===== src/include/charger_config_pkg.sv =====
package charger_config_pkg;

   // ***************************************
   // Register map
   // ***************************************
   localparam logic [7:0] CHARGE_CURRENT_CONFIG_OFFSET = 8'h01;
   localparam logic [7:0] CHARGE_VOLTAGE_CONFIG_OFFSET = 8'h02;
   localparam logic [7:0] CHARGER_SPECIAL_CONFIG_OFFSET = 8'h03;

   localparam logic [7:0] CHARGE_CURRENT_CONFIG_RESET = 8'h01;
   localparam logic [7:0] CHARGE_VOLTAGE_CONFIG_RESET = 8'h19;
   localparam logic [7:0] CHARGER_SPECIAL_CONFIG_RESET = 8'h8a;
   localparam logic [7:0] UNMAPPED_READ_VALUE = 8'h00;

   // ***************************************
   // Field positions
   // ***************************************
   localparam int LIMIT_SOURCE_BIT = 7;
   localparam int CHARGE_CODE_MSB = 6;
   localparam int CHARGE_CODE_LSB = 3;
   localparam int TERM_CODE_MSB = 2;
   localparam int TERM_CODE_LSB = 0;
   localparam int INPUT_LIMIT_MSB = 7;
   localparam int INPUT_LIMIT_LSB = 6;
   localparam int REG_VOLT_MSB = 5;
   localparam int REG_VOLT_LSB = 0;
   localparam int SHORT_REF_BIT = 7;
   localparam int HOST_POLARITY_BIT = 6;
   localparam int HOST_ENABLE_BIT = 5;
   localparam int TERM_ENABLE_BIT = 4;
   localparam int REDUCED_CURRENT_BIT = 3;
   localparam int DPM_CODE_MSB = 2;
   localparam int DPM_CODE_LSB = 0;

   // ***************************************
   // Code mappings, millivolts and milliamps
   // ***************************************
   localparam logic [3:0] CHARGE_CODE_SAT = 4'ha;
   localparam logic [12:0] CHARGE_MV_BASE = 13'h000b;
   localparam logic [12:0] CHARGE_MV_STEP = 13'h0002;
   localparam logic [12:0] CHARGE_MV_MAX = 13'h001f;
   localparam logic [12:0] REDUCED_CHARGE_MV = 13'h0003;
   localparam logic [12:0] TERM_MV_BASE = 13'h0001;
   localparam logic [12:0] TERM_MV_STEP = 13'h0001;
   localparam logic [5:0] REG_VOLT_CODE_SAT = 6'h2f;
   localparam logic [12:0] REG_VOLT_MV_BASE = 13'h0dac;
   localparam logic [12:0] REG_VOLT_MV_STEP = 13'h0014;
   localparam logic [12:0] REG_VOLT_MV_MAX = 13'h1158;
   localparam logic [12:0] BOOST_MV_BASE = 13'h1149;
   localparam logic [12:0] BOOST_MV_STEP = 13'h0017;
   localparam logic [12:0] BOOST_MV_MAX = 13'h157c;
   localparam logic [3:0] MAX_VOLT_CODE_SAT = 4'hc;
   localparam logic [12:0] MAX_VOLT_MV_BASE = 13'h1068;
   localparam logic [12:0] MAX_VOLT_MV_STEP = 13'h0014;
   localparam logic [12:0] DPM_MV_BASE = 13'h1068;
   localparam logic [12:0] DPM_MV_STEP = 13'h0050;

   localparam logic [1:0] INPUT_LIMIT_NONE = 2'h3;
   localparam logic [9:0] INPUT_LIMIT_MA_0 = 10'h064;
   localparam logic [9:0] INPUT_LIMIT_MA_1 = 10'h1f4;
   localparam logic [9:0] INPUT_LIMIT_MA_2 = 10'h3cf;
   localparam logic [9:0] INPUT_LIMIT_MA_NONE = 10'h000;

   localparam int SYNC_STAGES = 2;

endpackage


===== src/include/host_role_if.sv =====
`timescale 1ns/1ps
interface host_role_if;
   logic pinEnable;
   logic pinPolarity;
   logic roleActive;

   modport cfg (output pinEnable, output pinPolarity, input roleActive);
   modport qual (input pinEnable, input pinPolarity, output roleActive);
endinterface


===== src/core/charger_config_registers.sv =====
`timescale 1ns/1ps
// Functional notes
// - Current register: source select, charge, termination codes
// - Source select 0: larger of code, detection
// - Source select 1: programmed code only
// - Charge code 11 mV plus 2, saturating 31
// - Termination code 1 mV plus 1 per step
// - Charging uses smaller of charge, safety current
// - Voltage register: input limit, regulation voltage codes
// - Input limit 100, 500, 975 mA, none
// - Regulation 3.50 V plus 20 mV, saturating 4.44
// - Boost code 25 gives 5 V, saturating 5.5
// - Outside boost mode, charging uses smaller of regulation, safety voltage
// - Special register bit layout, top bit down
// - Short reference: internal, or pin current source
// - Termination follows termination enable bit
// - Reduced current forces 3 mV sense
// - Input regulation 4.20 V plus 80 mV steps
// - Safety current code maps like charge code
// - Safety voltage 4.20 V plus 20, saturating 4.44
module charger_config_registers
   import charger_config_pkg::*;
(
   // Clock and reset
   input wire logic ref_clk,
   input wire logic rst,
   // Register access port
   input wire logic [7:0] regAddr,
   input wire logic regWrite,
   input wire logic [7:0] regWriteData,
   input wire logic regRead,
   output logic [7:0] regReadData,
   output logic regReadValid,
   // Operating state and safety limits
   input wire logic charging,
   input wire logic boostMode,
   input wire logic [1:0] detectedLimitCode,
   input wire logic [3:0] maxChargeCurrentCode,
   input wire logic [3:0] maxRegulationVoltageCode,
   // External host-role pin
   input wire logic hostRolePin,
   // Effective settings
   output logic [1:0] inputLimitCode,
   output logic [9:0] inputLimitMa,
   output logic inputLimitDisabled,
   output logic [12:0] chargeSenseMv,
   output logic [12:0] terminationSenseMv,
   output logic terminationEnable,
   output logic [12:0] regulationMv,
   output logic [12:0] boostMv,
   output logic [12:0] inputDpmMv,
   output logic thresholdPinSourceEnable,
   output logic hostRoleRequest
);

   // ***************************************
   // Mapping functions
   // ***************************************
   // Base plus step times code
   function automatic logic [12:0] linearMv(input logic [12:0] baseMv, input logic [12:0] stepMv,
                                            input logic [5:0] code);
      linearMv = 13'(baseMv + stepMv * {7'h00, code});
   endfunction

   function automatic logic [12:0] chargeCodeMv(input logic [3:0] code);
      logic [3:0] sat;
      sat = (code > CHARGE_CODE_SAT) ? CHARGE_CODE_SAT : code;
      chargeCodeMv = linearMv(CHARGE_MV_BASE, CHARGE_MV_STEP, {2'h0, sat});
   endfunction

   function automatic logic [12:0] smallerMv(input logic [12:0] a, input logic [12:0] b);
      smallerMv = (a < b) ? a : b;
   endfunction

   // ***************************************
   // Register storage
   // ***************************************
   logic [7:0] chargeCurrentConfig_reg;
   logic [7:0] chargeVoltageConfig_reg;
   logic [7:0] chargerSpecialConfig_reg;
   logic [7:0] regReadData_reg;
   logic regReadValid_reg;
   logic hitCurrent;
   logic hitVoltage;
   logic hitSpecial;
   logic [7:0] readMux;
   logic writeCurrent;
   logic writeVoltage;
   logic writeSpecial;

   assign hitCurrent = (regAddr == CHARGE_CURRENT_CONFIG_OFFSET);
   assign hitVoltage = (regAddr == CHARGE_VOLTAGE_CONFIG_OFFSET);
   assign hitSpecial = (regAddr == CHARGER_SPECIAL_CONFIG_OFFSET);
   assign readMux = hitCurrent ? chargeCurrentConfig_reg :
                    hitVoltage ? chargeVoltageConfig_reg :
                    hitSpecial ? chargerSpecialConfig_reg : UNMAPPED_READ_VALUE;
   assign writeCurrent = regWrite & hitCurrent;
   assign writeVoltage = regWrite & hitVoltage;
   assign writeSpecial = regWrite & hitSpecial;

   // All bits read/write
   always_ff @(posedge ref_clk) begin
      if (rst) begin
         chargeCurrentConfig_reg <= CHARGE_CURRENT_CONFIG_RESET;
      end else if (writeCurrent) begin
         chargeCurrentConfig_reg <= regWriteData;
      end
   end

   always_ff @(posedge ref_clk) begin
      if (rst) begin
         chargeVoltageConfig_reg <= CHARGE_VOLTAGE_CONFIG_RESET;
      end else if (writeVoltage) begin
         chargeVoltageConfig_reg <= regWriteData;
      end
   end

   always_ff @(posedge ref_clk) begin
      if (rst) begin
         chargerSpecialConfig_reg <= CHARGER_SPECIAL_CONFIG_RESET;
      end else if (writeSpecial) begin
         chargerSpecialConfig_reg <= regWriteData;
      end
   end

   always_ff @(posedge ref_clk) begin
      if (rst) begin
         regReadData_reg <= UNMAPPED_READ_VALUE;
         regReadValid_reg <= 1'b0;
      end else begin
         regReadValid_reg <= regRead;
         if (regRead) regReadData_reg <= readMux;
      end
   end

   assign regReadData = regReadData_reg;
   assign regReadValid = regReadValid_reg;

   // ***************************************
   // Field extraction
   // ***************************************
   logic inputLimitSourceSelect;
   logic [3:0] chargeCurrentCode;
   logic [2:0] terminationCurrentCode;
   logic [1:0] inputCurrentLimitCode;
   logic [5:0] regulationVoltageCode;
   logic shortThresholdRefSelect;
   logic reducedChargeCurrentEnable;
   logic [2:0] inputDpmVoltageCode;

   assign inputLimitSourceSelect = chargeCurrentConfig_reg[LIMIT_SOURCE_BIT];
   assign chargeCurrentCode = chargeCurrentConfig_reg[CHARGE_CODE_MSB:CHARGE_CODE_LSB];
   assign terminationCurrentCode = chargeCurrentConfig_reg[TERM_CODE_MSB:TERM_CODE_LSB];
   assign inputCurrentLimitCode = chargeVoltageConfig_reg[INPUT_LIMIT_MSB:INPUT_LIMIT_LSB];
   assign regulationVoltageCode = chargeVoltageConfig_reg[REG_VOLT_MSB:REG_VOLT_LSB];
   assign shortThresholdRefSelect = chargerSpecialConfig_reg[SHORT_REF_BIT];
   assign reducedChargeCurrentEnable = chargerSpecialConfig_reg[REDUCED_CURRENT_BIT];
   assign inputDpmVoltageCode = chargerSpecialConfig_reg[DPM_CODE_MSB:DPM_CODE_LSB];

   // ***************************************
   // Host-role pin qualification
   // ***************************************
   host_role_if roleBus ();

   assign roleBus.pinEnable = chargerSpecialConfig_reg[HOST_ENABLE_BIT];
   assign roleBus.pinPolarity = chargerSpecialConfig_reg[HOST_POLARITY_BIT];

   host_role_qualifier u_host_role_qualifier (
      .ref_clk(ref_clk),
      .rst(rst),
      .hostRolePin(hostRolePin),
      .roleBus(roleBus)
   );

   // ***************************************
   // Input current limit
   // ***************************************
   logic [1:0] limitCode_next;
   logic [9:0] limitMa_next;

   // Code order matches rising limit, code 3 is no limit
   assign limitCode_next = inputLimitSourceSelect ? inputCurrentLimitCode :
                           (detectedLimitCode > inputCurrentLimitCode) ? detectedLimitCode :
                           inputCurrentLimitCode;
   assign limitMa_next = (limitCode_next == 2'h0) ? INPUT_LIMIT_MA_0 :
                         (limitCode_next == 2'h1) ? INPUT_LIMIT_MA_1 :
                         (limitCode_next == 2'h2) ? INPUT_LIMIT_MA_2 : INPUT_LIMIT_MA_NONE;

   // ***************************************
   // Charge and termination current
   // ***************************************
   logic [12:0] progChargeMv;
   logic [12:0] maxChargeMv;
   logic [12:0] chargeMv_next;
   logic [12:0] termMv_next;

   assign progChargeMv = chargeCodeMv(chargeCurrentCode);
   assign maxChargeMv = chargeCodeMv(maxChargeCurrentCode);
   assign chargeMv_next = reducedChargeCurrentEnable ? REDUCED_CHARGE_MV :
                          charging ? smallerMv(progChargeMv, maxChargeMv) : progChargeMv;
   assign termMv_next = linearMv(TERM_MV_BASE, TERM_MV_STEP, {3'h0, terminationCurrentCode});

   // ***************************************
   // Regulation and boost voltage
   // ***************************************
   logic [5:0] regCodeSat;
   logic [3:0] maxVoltCodeSat;
   logic [12:0] progRegMv;
   logic [12:0] maxRegMv;
   logic [12:0] regMv_next;
   logic [12:0] boostRaw;
   logic [12:0] boostMv_next;
   logic [12:0] dpmMv_next;

   assign regCodeSat = (regulationVoltageCode > REG_VOLT_CODE_SAT) ? REG_VOLT_CODE_SAT : regulationVoltageCode;
   assign progRegMv = linearMv(REG_VOLT_MV_BASE, REG_VOLT_MV_STEP, regCodeSat);
   assign maxVoltCodeSat = (maxRegulationVoltageCode > MAX_VOLT_CODE_SAT) ? MAX_VOLT_CODE_SAT :
                           maxRegulationVoltageCode;
   assign maxRegMv = linearMv(MAX_VOLT_MV_BASE, MAX_VOLT_MV_STEP, {2'h0, maxVoltCodeSat});
   assign regMv_next = charging ? smallerMv(progRegMv, maxRegMv) : progRegMv;
   // Boost steps linearly through 5 V at code 25, clipped at the top
   assign boostRaw = linearMv(BOOST_MV_BASE, BOOST_MV_STEP, regCodeSat);
   assign boostMv_next = (regCodeSat == REG_VOLT_CODE_SAT) ? BOOST_MV_MAX :
                         smallerMv(boostRaw, BOOST_MV_MAX);
   assign dpmMv_next = linearMv(DPM_MV_BASE, DPM_MV_STEP, {3'h0, inputDpmVoltageCode});

   // ***************************************
   // Output registers
   // ***************************************
   logic [1:0] inputLimitCode_reg;
   logic [9:0] inputLimitMa_reg;
   logic inputLimitDisabled_reg;
   logic [12:0] chargeSenseMv_reg;
   logic [12:0] terminationSenseMv_reg;
   logic terminationEnable_reg;
   logic [12:0] regulationMv_reg;
   logic [12:0] boostMv_reg;
   logic [12:0] inputDpmMv_reg;
   logic thresholdSource_reg;

   // Input limit outputs
   always_ff @(posedge ref_clk) begin
      if (rst) begin
         inputLimitCode_reg <= 2'h0;
         inputLimitMa_reg <= INPUT_LIMIT_MA_0;
         inputLimitDisabled_reg <= 1'b0;
      end else begin
         inputLimitCode_reg <= limitCode_next;
         inputLimitMa_reg <= limitMa_next;
         inputLimitDisabled_reg <= (limitCode_next == INPUT_LIMIT_NONE);
      end
   end

   // Current outputs
   always_ff @(posedge ref_clk) begin
      if (rst) begin
         chargeSenseMv_reg <= REDUCED_CHARGE_MV;
         terminationSenseMv_reg <= TERM_MV_BASE;
         terminationEnable_reg <= 1'b0;
      end else begin
         chargeSenseMv_reg <= chargeMv_next;
         terminationSenseMv_reg <= termMv_next;
         terminationEnable_reg <= chargerSpecialConfig_reg[TERM_ENABLE_BIT];
      end
   end

   // Voltage outputs
   always_ff @(posedge ref_clk) begin
      if (rst) begin
         regulationMv_reg <= REG_VOLT_MV_BASE;
         boostMv_reg <= BOOST_MV_BASE;
         inputDpmMv_reg <= DPM_MV_BASE;
      end else begin
         regulationMv_reg <= boostMode ? boostMv_next : regMv_next;
         boostMv_reg <= boostMv_next;
         inputDpmMv_reg <= dpmMv_next;
      end
   end

   // Short threshold source
   always_ff @(posedge ref_clk) begin
      if (rst) begin
         thresholdSource_reg <= 1'b0;
      end else begin
         thresholdSource_reg <= shortThresholdRefSelect;
      end
   end

   assign inputLimitCode = inputLimitCode_reg;
   assign inputLimitMa = inputLimitMa_reg;
   assign inputLimitDisabled = inputLimitDisabled_reg;
   assign chargeSenseMv = chargeSenseMv_reg;
   assign terminationSenseMv = terminationSenseMv_reg;
   assign terminationEnable = terminationEnable_reg;
   assign regulationMv = regulationMv_reg;
   assign boostMv = boostMv_reg;
   assign inputDpmMv = inputDpmMv_reg;
   assign thresholdPinSourceEnable = thresholdSource_reg;
   assign hostRoleRequest = roleBus.roleActive;

endmodule // charger_config_registers


===== src/core/host_role_qualifier.sv =====
`timescale 1ns/1ps
module host_role_qualifier
   import charger_config_pkg::*;
(
   // Clock and reset
   input wire logic ref_clk,
   input wire logic rst,
   // External pin
   input wire logic hostRolePin,
   // Configuration and result
   host_role_if.qual roleBus
);

   logic [SYNC_STAGES-1:0] pinSync_reg;
   logic roleActive_reg;
   logic pinLevel;
   logic roleActive_next;

   // ***************************************
   // Pin synchroniser and qualification
   // ***************************************
   assign pinLevel = pinSync_reg[SYNC_STAGES-1];
   // Polarity low means the pin asserts low
   assign roleActive_next = roleBus.pinEnable &
                            (roleBus.pinPolarity ? pinLevel : ~pinLevel);

   always_ff @(posedge ref_clk) begin
      if (rst) begin
         pinSync_reg <= '0;
         roleActive_reg <= 1'b0;
      end else begin
         pinSync_reg <= {pinSync_reg[SYNC_STAGES-2:0], hostRolePin};
         roleActive_reg <= roleActive_next;
      end
   end

   assign roleBus.roleActive = roleActive_reg;

endmodule // host_role_qualifier


===== config.mk =====
export PLATFORM = sky130hd
export DESIGN_NAME = charger_config_registers
export DESIGN_NICKNAME = d
export VERILOG_FILES = /design/src/include/charger_config_pkg.sv /design/src/include/host_role_if.sv /design/src/core/charger_config_registers.sv /design/src/core/host_role_qualifier.sv
export SDC_FILE = /design/constraint.sdc
export NUM_CORES = 1
export LEC_CHECK = 0
export BUFFER_PORTS_ARGS = -buffer_cell sky130_fd_sc_hd__buf_4
export CAP_MARGIN = 10
export CORE_ASPECT_RATIO = 0.9
export CORE_UTILIZATION = 30
export CTS_CLUSTER_DIAMETER = 150
export DETAILED_ROUTE_END_ITERATION = 8
export GPL_ROUTABILITY_DRIVEN = 0
export PLACE_DENSITY = 0.6
export SYNTH_ARGS = -nofsm -noshare
export SYNTH_HDL_FRONTEND = slang
export SYNTH_SLANG_ARGS = --single-unit

===== constraint.sdc =====
create_clock -name ref_clk -period 8.3 [get_ports ref_clk]
set_input_delay 0.83 -clock ref_clk [delete_from_list [all_inputs] [get_ports ref_clk]]
set_output_delay 0.83 -clock ref_clk [all_outputs]
set_load 0.02 [all_outputs]

==> results of run 1 <==
-- worst max-delay path: cells and delay by family, from the launching register on --
kind                     cells  cell delay [ns]
adder cells (fa/ha/maj)      3             1.24
AND/OR/NAND/NOR              4             1.22
AO/OA/AOI/OAI                4             1.21
flip-flops                   1             0.45
buffers and inverters        3             0.33
XOR/XNOR                     1             0.27
-- cell usage in the layout (no fill, tap or decap), types with 7 or more instances in the layout --
master | netlist | routed
buf_4 | 29 | 100
dfxtp_1 | 87 | 87
nand2_1 | 60 | 60
ha_1 | 58 | 58
inv_1 | 49 | 49
a21oi_1 | 48 | 48
nand3_1 | 40 | 40
nor2_1 | 30 | 30
conb_1 | 2 | 28
xnor2_1 | 16 | 16
nor2b_1 | 13 | 13
o21ai_0 | 13 | 13
nor3_1 | 13 | 13
a221oi_1 | 10 | 10
fa_1 | 10 | 10
clkbuf_16 | 0 | 9
xor2_1 | 8 | 8
mux2i_1 | 8 | 8
a211oi_1 | 7 | 7
-- power breakdown --
part	switching, mW	internal [mW]
sequential	0.00593	0.433
clock	0.189	0.240
combinational	0.102	0.0670
-- logic make-up (layout without fill, tap and decap cells) --
group                    count (synthesis)  after routing  synth area share [%]
adder cells (fa/ha/maj)                 68             68                  17.5
AND/OR/NAND/NOR                        198            198                  18.6
other                                    2             28                 0.142
flip-flops                              87             87                  33.0
multiplexers                            10             10                  1.94
XOR/XNOR                                24             24                  3.98
buffers and inverters                  106            166                  9.92
AO/OA/AOI/OAI                          115            115                  15.0
-- how the worst max path moves through the flow --
stage / from / to / cells after the start / slack (ns)
floorplan: chargeVoltageConfig_reg[5] / regulationMv[9] / 17 / 3.98
global placement: chargeVoltageConfig_reg[5] / regulationMv[9] / 15 / 3.59
detailed placement: chargeVoltageConfig_reg[5] / regulationMv[8] / 15 / 3.53
CTS: chargeVoltageConfig_reg[5] / regulationMv[9] / 15 / 3.46
global route: chargeVoltageConfig_reg[5] / regulationMv[5] / 15 / 3.00
finish: chargeVoltageConfig_reg[5] / regulationMv[8] / 15 / 3.43
-- stage by stage --
stage / area [um2] / cells / worst slack (ns) / utilization (%)
after detailed placement: 6090 / 915 / 3.53 / 35.7
after global placement: 6090 / 915 / 3.59 / 35.7
final: 6400 / 931 / 3.43 / 37.5
after global routing: 6400 / 931 / 3.00 / 37.5
after floorplan: 5380 / 636 / 3.98 / -
after CTS: 6400 / 931 / 3.46 / 37.5
-- final cells by class --
class | instances | area (um2) | share of cell area, %
flip-flops and latches | 87 | 1740 | 27.2
multi-input cells | 443 | 3120 | 48.7
inverters | 50 | 189 | 2.95
clock buffers | 9 | 225 | 3.52
well taps | 235 | 294 | 4.60
clock inverters | 7 | 82.6 | 1.29
repair buffers | 100 | 751 | 11.7
-- Yosys cell counts (3+ instances only) --
library cell	instances	area share, %
nor3_1	13	1.2
ha_1	58	14
o21a_1	4	0.57
nor2b_1	13	1.5
nand4_1	4	0.47
a221oi_1	10	1.7
a21oi_1	48	4.5
or3_1	4	0.47
and3_1	6	0.71
fa_1	10	3.8
nand2b_1	4	0.47
o21bai_1	3	0.43
nand3_1	40	3.8
inv_1	49	3.5
nor3b_1	5	0.71
nor2_1	30	2.1
a21boi_0	3	0.43
xnor2_1	16	2.7
nand2_1	60	4.3
xor2_1	8	1.3
and2_1	4	0.47
clkbuf_1	18	1.3
dfxtp_1	87	33
nand3b_1	3	0.43
o21ai_0	13	1.2
buf_2	7	0.66
buf_4	29	4.1
a211oi_1	7	0.99
mux2i_1	8	1.5
a21o_1	4	0.57
-- routing by layer --
| metal | track usage [%] | vias up |
|---|---|---|
| li1 | - | 2194 |
| met1 | 20.9 | 1987 |
| met2 | 23.8 | 98 |
| met3 | 3.25 | 15 |
| met4 | 5.25 | 0 |
| met5 | 0 | - |
==> results.toml, run 1 <==
[run_status]
status = "completed"

[worst_hold_path]
min_to = "u_host_role_qualifier.pinSync_reg[1]"
hp-class = "register to register"
hp-start = "u_host_role_qualifier.pinSync_reg[0]"
hold-path-cell-count = 1

[power_and_ir_drop]
cellLeakagePower_nw = 2.93
finalPower_mw = 1.04
p_per_area_nw_per_um2 = 162
max-vdd-ir-drop_uv = 93.9

[yosys]
synth-seq-area-share_pct = 33.0
synth_ff_type = "dfxtp_1"
syn_area_um2 = 5280
netlist-cell-type-count = 63
synthCells = 610
yosys_warnings = 0
ys_ff_latch = 87
synth_enable_flop_cells = 0
async_flop_share_pct = 0
syn_avg_cell_area_um2 = 8.66

[placement]
io_buffers = 98
place_hpwl_mm = 9.97

[grt]
grt_max_degree = 53
antenna_found_initial = 0
grt-ovfl-total = 0
grt_pass1_vias = 4109
grt_first_pass_wirelength_mm = 21.6
track_usage_pct = 15.3

[layout]
largest_reg_flops = 13
syn_to_final_growth_pct = 21.1
fin_nets = 792
diodes = 0
layout-drive-gt1-share_pct = 18.8
fillers = 1761

[sta]
timing.final.crit_period_ns = 4.87
finalHoldViolCount = 0
timing.final.crit_share_pct = 58.7
fin_tns_setup_ns = 0
timing.hold.ws_ns = 0.444
rsz0062_at_grt = "no"
relSlewSlack_pct = 55.1
slew_viol_final = 0
max_freq_mhz = 205
finalSetupViolCount = 0
skew_ns = 0.0117
worst_slew_pin_slew_ns = 0.666

[clock_tree]
cts_tree = "done"
cts_buffer_depth = 2
clk_latency_ns = 0.35
hold_buffers = 0
cts.sinks = 87
cts_resized = 0
ctsRootBufferMaster = "clkbuf_16"
numCtsBuffers = 9
path_clk_slew_ns = 0.07
htree_levels = 3
cts_setup_buffers = 0

[floorplanning]
die_y_um = 128
die_w_um = 142
core-area_um2 = 17100
start_util_pct = 31.0
ios = 123
rows = 45
dieArea_um2 = 18100

[worst_setup_path]
endpoint_kind = "register"
r2r_cells = 15
path_cells = "a21oi_1, inv_1, ha_1, inv_1, xnor2_1, inv_1, fa_1, ha_1, nand4_1, and3_1, nor3_1, a21oi_1, o211ai_2, and2_0, a32oi_1"
r2r-start = "chargeVoltageConfig_reg[5]"
path_class = "register to register"
crit_fanout = 13
max_stage_delay_ns = 0.52
reg2reg_slack_ns = 3.43
worst_path_max_delay_cell = "a21oi_1"
cp_data_required_time_ns = 8.52
crit_path_start_kind = "register"
critPathArrivalTime_ns = 5.09
rr_endpoint = "regulationMv[8]"
critical_path.most_common_cell = "inv_1"

[routing]
viasPerCell = 4.61
wl_met1_mm = 6.39
routed_wl_mm = 13.1
dr.pass1.iters = 4
highest_layer = "met4"
drc_errors = 0
drtIter0Drc = 227
wl_met2_mm = 5.97
dr_wl_met3_um = 566
via_count = 4294
drtAntennaViolNets = 0
wl_per_cell_um = 14.1

[run]
drv_cap = 0
No activity file was read; power rests on OpenSTA's default activity.
==> run 2, diff against run 1 <==
ABC_AREA = 1   (was not set)
PLACE_DENSITY = 0.61   (was 0.6)
clock period = 4.3 ns   (was 8.3 ns; I/O delays follow)
==> results.toml, run 2 <==
[yosys]
synth-seq-area-share_pct = 32.1
netlist-cell-type-count = 49
synthCells = 720
syn_avg_cell_area_um2 = 7.55
synth_ff_type = "dfxtp_1"
yosysTopAreaCell = "dfxtp_1"
synth_top_cell_area_share_pct = 32.1
synth.most_common_cell = "nand2_1"
syn_area_um2 = 5430
synth_enable_flop_cells = 0
ys_top_cells_by_area = "dfxtp_1 (32%), ha_1 (13%), nand2_1 (9.5%)"
async_flop_share_pct = 0
yosys_warnings = 0
ys_ff_latch = 87
synth_common_cells = "nand2_1 (137), inv_1 (110), dfxtp_1 (87)"

[grt]
track_usage_pct = 13.7
grt_first_pass_wirelength_mm = 20.2
antenna_found_initial = 0
grt-ovfl-total = 0
grt_pass1_vias = 4114
grt_max_degree = 41

[power_and_ir_drop]
p_per_area_nw_per_um2 = 313
cellLeakagePower_nw = 3.43
max-vdd-ir-drop_uv = 181

[floorplanning]
core-area_um2 = 17700
rows = 46
die_y_um = 130
dieArea_um2 = 18700
die_w_um = 144
ios = 123
start_util_pct = 30.7

[layout]
layout_common_cells = "nand2_1 (137), inv_1 (109), buf_4 (100)"
post-route-util_pct = 37.6
fin_nets = 914
syn_to_final_growth_pct = 22.2
fillers = 1849
diodes = 0
final_common_cell = "nand2_1"
finalInstanceArea_um2 = 6640
largest_reg_flops = 13
layout-drive-gt1-share_pct = 18.5

[routing]
wl_per_cell_um = 12.0
via_count = 4646
dr.pass1.iters = 5
drc_errors = 0
drtIter0Drc = 278
viasPerCell = 4.39
routed_wl_mm = 12.7
drtAntennaViolNets = 0

[worst_setup_path]
critPathArrivalTime_ns = 4.24
crit_path_start_kind = "register"
endpoint_kind = "register"
path_class = "register to register"
cp_data_required_time_ns = 4.57
crit_fanout = 8
reg2reg_slack_ns = 0.34

[worst_hold_path]
hp-class = "input port to register"

[sta]
slew_viol_final = 0
timing.final.crit_share_pct = 92.2
relSlewSlack_pct = 23.3
fin_tns_setup_ns = 0
finalHoldViolCount = 0
worst_slew_pin_slew_ns = 1.15
rsz0062_at_grt = "no"
skew_ns = 0.00979
max_freq_mhz = 252
timing.final.crit_period_ns = 3.96
finalSetupViolCount = 0

[clock_tree]
cts_tree = "done"
ctsRootBufferMaster = "clkbuf_16"
htree_levels = 3
cts.sinks = 87
clk_latency_ns = 0.34
path_clk_slew_ns = 0.07
cts_buffer_depth = 2
hold_buffers = 0
cts_setup_buffers = 0
numCtsBuffers = 9

[placement]
io_buffers = 98
placed_area_um2 = 6300
place_hpwl_mm = 10.3

[run]
drv_cap = 0

[run_status]
status = "completed"
run 2: cell count changes after synthesis, sizes merged, moves of 8 or more:
cell    change
inv        +68
xnor2       -9
nor2       +32
clkbuf      -8
nor3       -12
a221oi     -10
nor2b      -13
o21ai      +23
nand4       +8
nand2      +88
run 2: per-layer routing:
layer / GRT usage, % / up-vias / part of all wire [%]
met5: 0 / - / 0
met4: 3.88 / 0 / 1.2
met3: 1.63 / 12 / 4.9
met2: 21.6 / 136 / 45
met1: 19.5 / 2061 / 49
li1: - / 2437 / -
run 2: path summary, 6_finish.rpt:
check / start / endpoint / cells past startpoint
setup / recovery: chargeVoltageConfig_reg[4] / boostMv[1] / 24
setup reg to reg: chargeVoltageConfig_reg[4] / boostMv[1] / 24
hold reg to reg: u_host_role_qualifier.pinSync_reg[0] / u_host_role_qualifier.pinSync_reg[1] / 2
hold / removal: hostRolePin / u_host_role_qualifier.pinSync_reg[0] / 3
run 2: logic make-up (layout without fill, tap and decap cells):
| group | count (synthesis) | count (layout) | synth area share [%] |
|---|---|---|---|
| other | 2 | 28 | 0.138 |
| buffers and inverters | 164 | 236 | 13.5 |
| and+or+nand+nor | 281 | 281 | 23.7 |
| DFF | 87 | 87 | 32.1 |
| xor gates and xnor gates | 15 | 15 | 2.56 |
| adders and majority gates | 68 | 68 | 17.0 |
| muxes | 1 | 1 | 0.184 |
| AOI/OAI and AO/OA | 102 | 102 | 10.8 |
run 2: through the flow:
stage               setup WS, ns  power (mW)  hold WS, ns  instances
global route              0.0133        2.16        0.319       1058
detailed placement         0.288        1.24        0.427       1042
finish                     0.336        2.07        0.316       1058
floorplan                  0.616        1.13        0.388        746
CTS                        0.251        2.09        0.306       1058
global placement           0.327        1.24        0.433       1042
run 2: where the power goes:
part | leakage [nW] | switching [mW] | internal [mW]
clock | 0.159 | 0.331 | 0.517
combinational | 2.56 | 0.235 | 0.141
sequential | 0.713 | 0.0117 | 0.840
total | 3.43 | 0.578 | 1.50
run 2: layout make-up:
type                       instances  area (um2)  share of cell area [%]
tap                              240         300                    4.52
sequential                        87        1740                    26.2
inverter                         120         450                    6.79
timing repair buffer             100         751                    11.3
multi-input combinational        495        3070                    46.2
clock inverter                     7         104                    1.56
clock buffer                       9         225                    3.39
run 2: what timing repair did:
| action | 4_1_cts | 5_1_grt |
|---|---|---|
| setup endpoints to repair | 0 | 14 |
| gates resized for setup | 0 | 5 |
| endpoints found under the hold margin | 0 | 0 |
run 2: critical path, stage by stage, from the launching register on:
cell and delay [ns]:
dfxtp_1 0.41, nand2_4 0.07, inv_2 0.11, nor2_2 0.06, inv_1 0.14, ha_1 0.28
fa_1 0.51, inv_1 0.06, fa_1 0.53, inv_1 0.04, ha_2 0.37, nand2_1 0.06
nor2_1 0.08, nand2_1 0.08, nand3_1 0.11, nand2_1 0.07, nand2_1 0.06, nand2_1 0.06
nand2_1 0.12, nand2_1 0.08, nand2_2 0.13, nand2_2 0.08, nor2_4 0.15, nand2_1 0.12
nor2_1 0.09
==> run 3, diff against run 2 <==
CORE_UTILIZATION = 50   (was 30)
PLACE_DENSITY = 0.88   (was 0.61)
==> results.toml, run 3 (synthesis gave the netlist of run 2 again) <==
[sta]
max_freq_mhz = 250
skew_ns = 0.00789
finalSetupViolCount = 0
finalHoldViolCount = 0
timing.final.crit_period_ns = 4.00
setup_ws_ns = 0.297
relSlewSlack_pct = 43.8
slew_viol_final = 0
fin_tns_setup_ns = 0
worst_slew_pin_slew_ns = 0.836
timing.final.crit_share_pct = 93.1

[layout]
multi_input_area_um2 = 3060
fillers = 842
final_common_cell = "nand2_1"
largest_reg_flops = 13
layout_common_cells = "nand2_1 (137), inv_1 (110), buf_4 (101)"
layout-drive-gt1-share_pct = 18.3
finalInstanceArea_um2 = 6550
fin_nets = 915
register_area_um2 = 1740
diodes = 0
syn_to_final_growth_pct = 20.5

[grt]
grt-ovfl-total = 0
grt_max_degree = 37
grt_pass1_vias = 4660
grt_first_pass_wirelength_mm = 21.8
track_usage_pct = 24.3
antenna_found_initial = 0

[worst_setup_path]
cp_num_buf_inv = 4
crit_path_start_kind = "register"
crit_fanout = 8
cp_top_family = "adder cells"
max_stage_delay_ns = 0.54
worst_path_max_delay_cell = "fa_1"
critical_path.most_common_cell = "nand2_1"
cp_data_required_time_ns = 4.58
path_class = "register to register"
endpoint_kind = "register"
path_cells = "nand2_4, inv_2, nor2_4, inv_2, ha_1, inv_1, xor2_1, inv_1, fa_1, fa_1, xnor2_1, nor2_1, nand3_1, o21ai_0, nand2_1, nand2_1, nand2_2, nand2_2, nor2_4, nand2_1, nor2_1"
critPathArrivalTime_ns = 4.28
reg2reg_slack_ns = 0.30

[worst_hold_path]
hp-class = "input port to register"

[floorplanning]
ios = 123
die_y_um = 101
dieArea_um2 = 11300
die_w_um = 112
core-area_um2 = 10400
rows = 35
start_util_pct = 52.1

[clock_tree]
clk_latency_ns = 0.34
htree_levels = 3
cts_tree = "done"
numCtsBuffers = 9
cts_buffer_depth = 2
cts.sinks = 87
path_clk_slew_ns = 0.07
ctsRootBufferMaster = "clkbuf_16"
cts_setup_buffers = 0

[power_and_ir_drop]
p_per_area_nw_per_um2 = 337
cellLeakagePower_nw = 3.46
max-vdd-ir-drop_uv = 214

[placement]
placed_area_um2 = 6160
pre_cts_ws_ns = 0.320
place_hpwl_mm = 9.96
io_buffers = 98

[routing]
drtIter0Drc = 482
wl_per_cell_um = 14.0
viasPerCell = 5.16
dr.pass1.iters = 7
drc_errors = 9
routed_wl_mm = 13.3
via_count = 4896
drtAntennaViolNets = 0

[run_status]
failed_checks = "DRC"
status = "complete, but fails checks"

[run]
drv_cap = 0
[run 3: cell count changes in the layout (fill, tap and decap cells not counted), sizes merged]
| cell | before | now |
|---|---|---|
| inv | 119 | 120 |
| clkinv | 5 | 3 |
| bufinv | 2 | 4 |
| clkinvlp | 1 | 0 |
| buf | 100 | 101 |
[run 3: final timing paths]
check                                       start                              endpoint  cells after the start
max                    chargeVoltageConfig_reg[4]                       regulationMv[0]                     21
max reg2reg            chargeVoltageConfig_reg[4]                       regulationMv[0]                     21
min                                   hostRolePin  u_host_role_qualifier.pinSync_reg[0]                      3
min reg2reg  u_host_role_qualifier.pinSync_reg[0]  u_host_role_qualifier.pinSync_reg[1]                      2
[run 3: where the power goes]
part	switching (mW)	internal [mW]	leakage (nW)	total, mW
Sequential	0.0133	0.840	0.713	0.853
Clock	0.340	0.635	0.183	0.975
Combinational	0.237	0.140	2.57	0.377
Total	0.591	1.61	3.46	2.21
[run 3: area by class of cell]
cell class                 count  area share, %
sequential                    87           26.6
tap                          129           2.46
clock buffer                   9           3.44
inverter                     120           6.88
multi-input combinational    495           46.8
clock inverter                 7           2.27
timing repair buffer         101           11.6
[run 3: timing repair]
| action | 4_1_cts | 5_1_grt |
|---|---|---|
| gates resized for setup | 0 | 3 |
| setup endpoints to repair | 0 | 17 |
| hold buffers | 0 | 0 |
[run 3: worst register-to-register path, stage by stage, from the launching register on]
cell and delay, ns:
dfxtp_1 0.35, nand2_4 0.08, inv_2 0.07, nor2_4 0.17, inv_2 0.09, ha_1 0.35, inv_1 0.17, xor2_1 0.29
inv_1 0.11, fa_1 0.54, fa_1 0.48, xnor2_1 0.33, nor2_1 0.08, nand3_1 0.10, o21ai_0 0.08, nand2_1 0.06
nand2_1 0.06, nand2_2 0.13, nand2_2 0.08, nor2_4 0.13, nand2_1 0.11, nor2_1 0.10
[run 3: stage by stage]
stage | cells | power [mW] | utilization (%) | hold WS [ns]
final | 948 | 2.21 | 62.8 | 0.294
after global routing | 948 | 2.28 | 62.8 | 0.321
after global placement | 932 | 1.23 | 59.1 | 0.391
after detailed placement | 932 | 1.24 | 59.1 | 0.401
after floorplan | 746 | 1.13 | - | 0.388
after CTS | 948 | 2.20 | 62.7 | 0.298
[run 3: routing by layer]
metal | track usage, % | wire [um] | up-vias
met3 | 5.53 | 1080 | 29
li1 | - | - | 2424
met4 | 8.11 | 248 | 0
met2 | 40.4 | 6150 | 232
met1 | 31.1 | 5810 | 2211
met5 | 0 | 0 | -
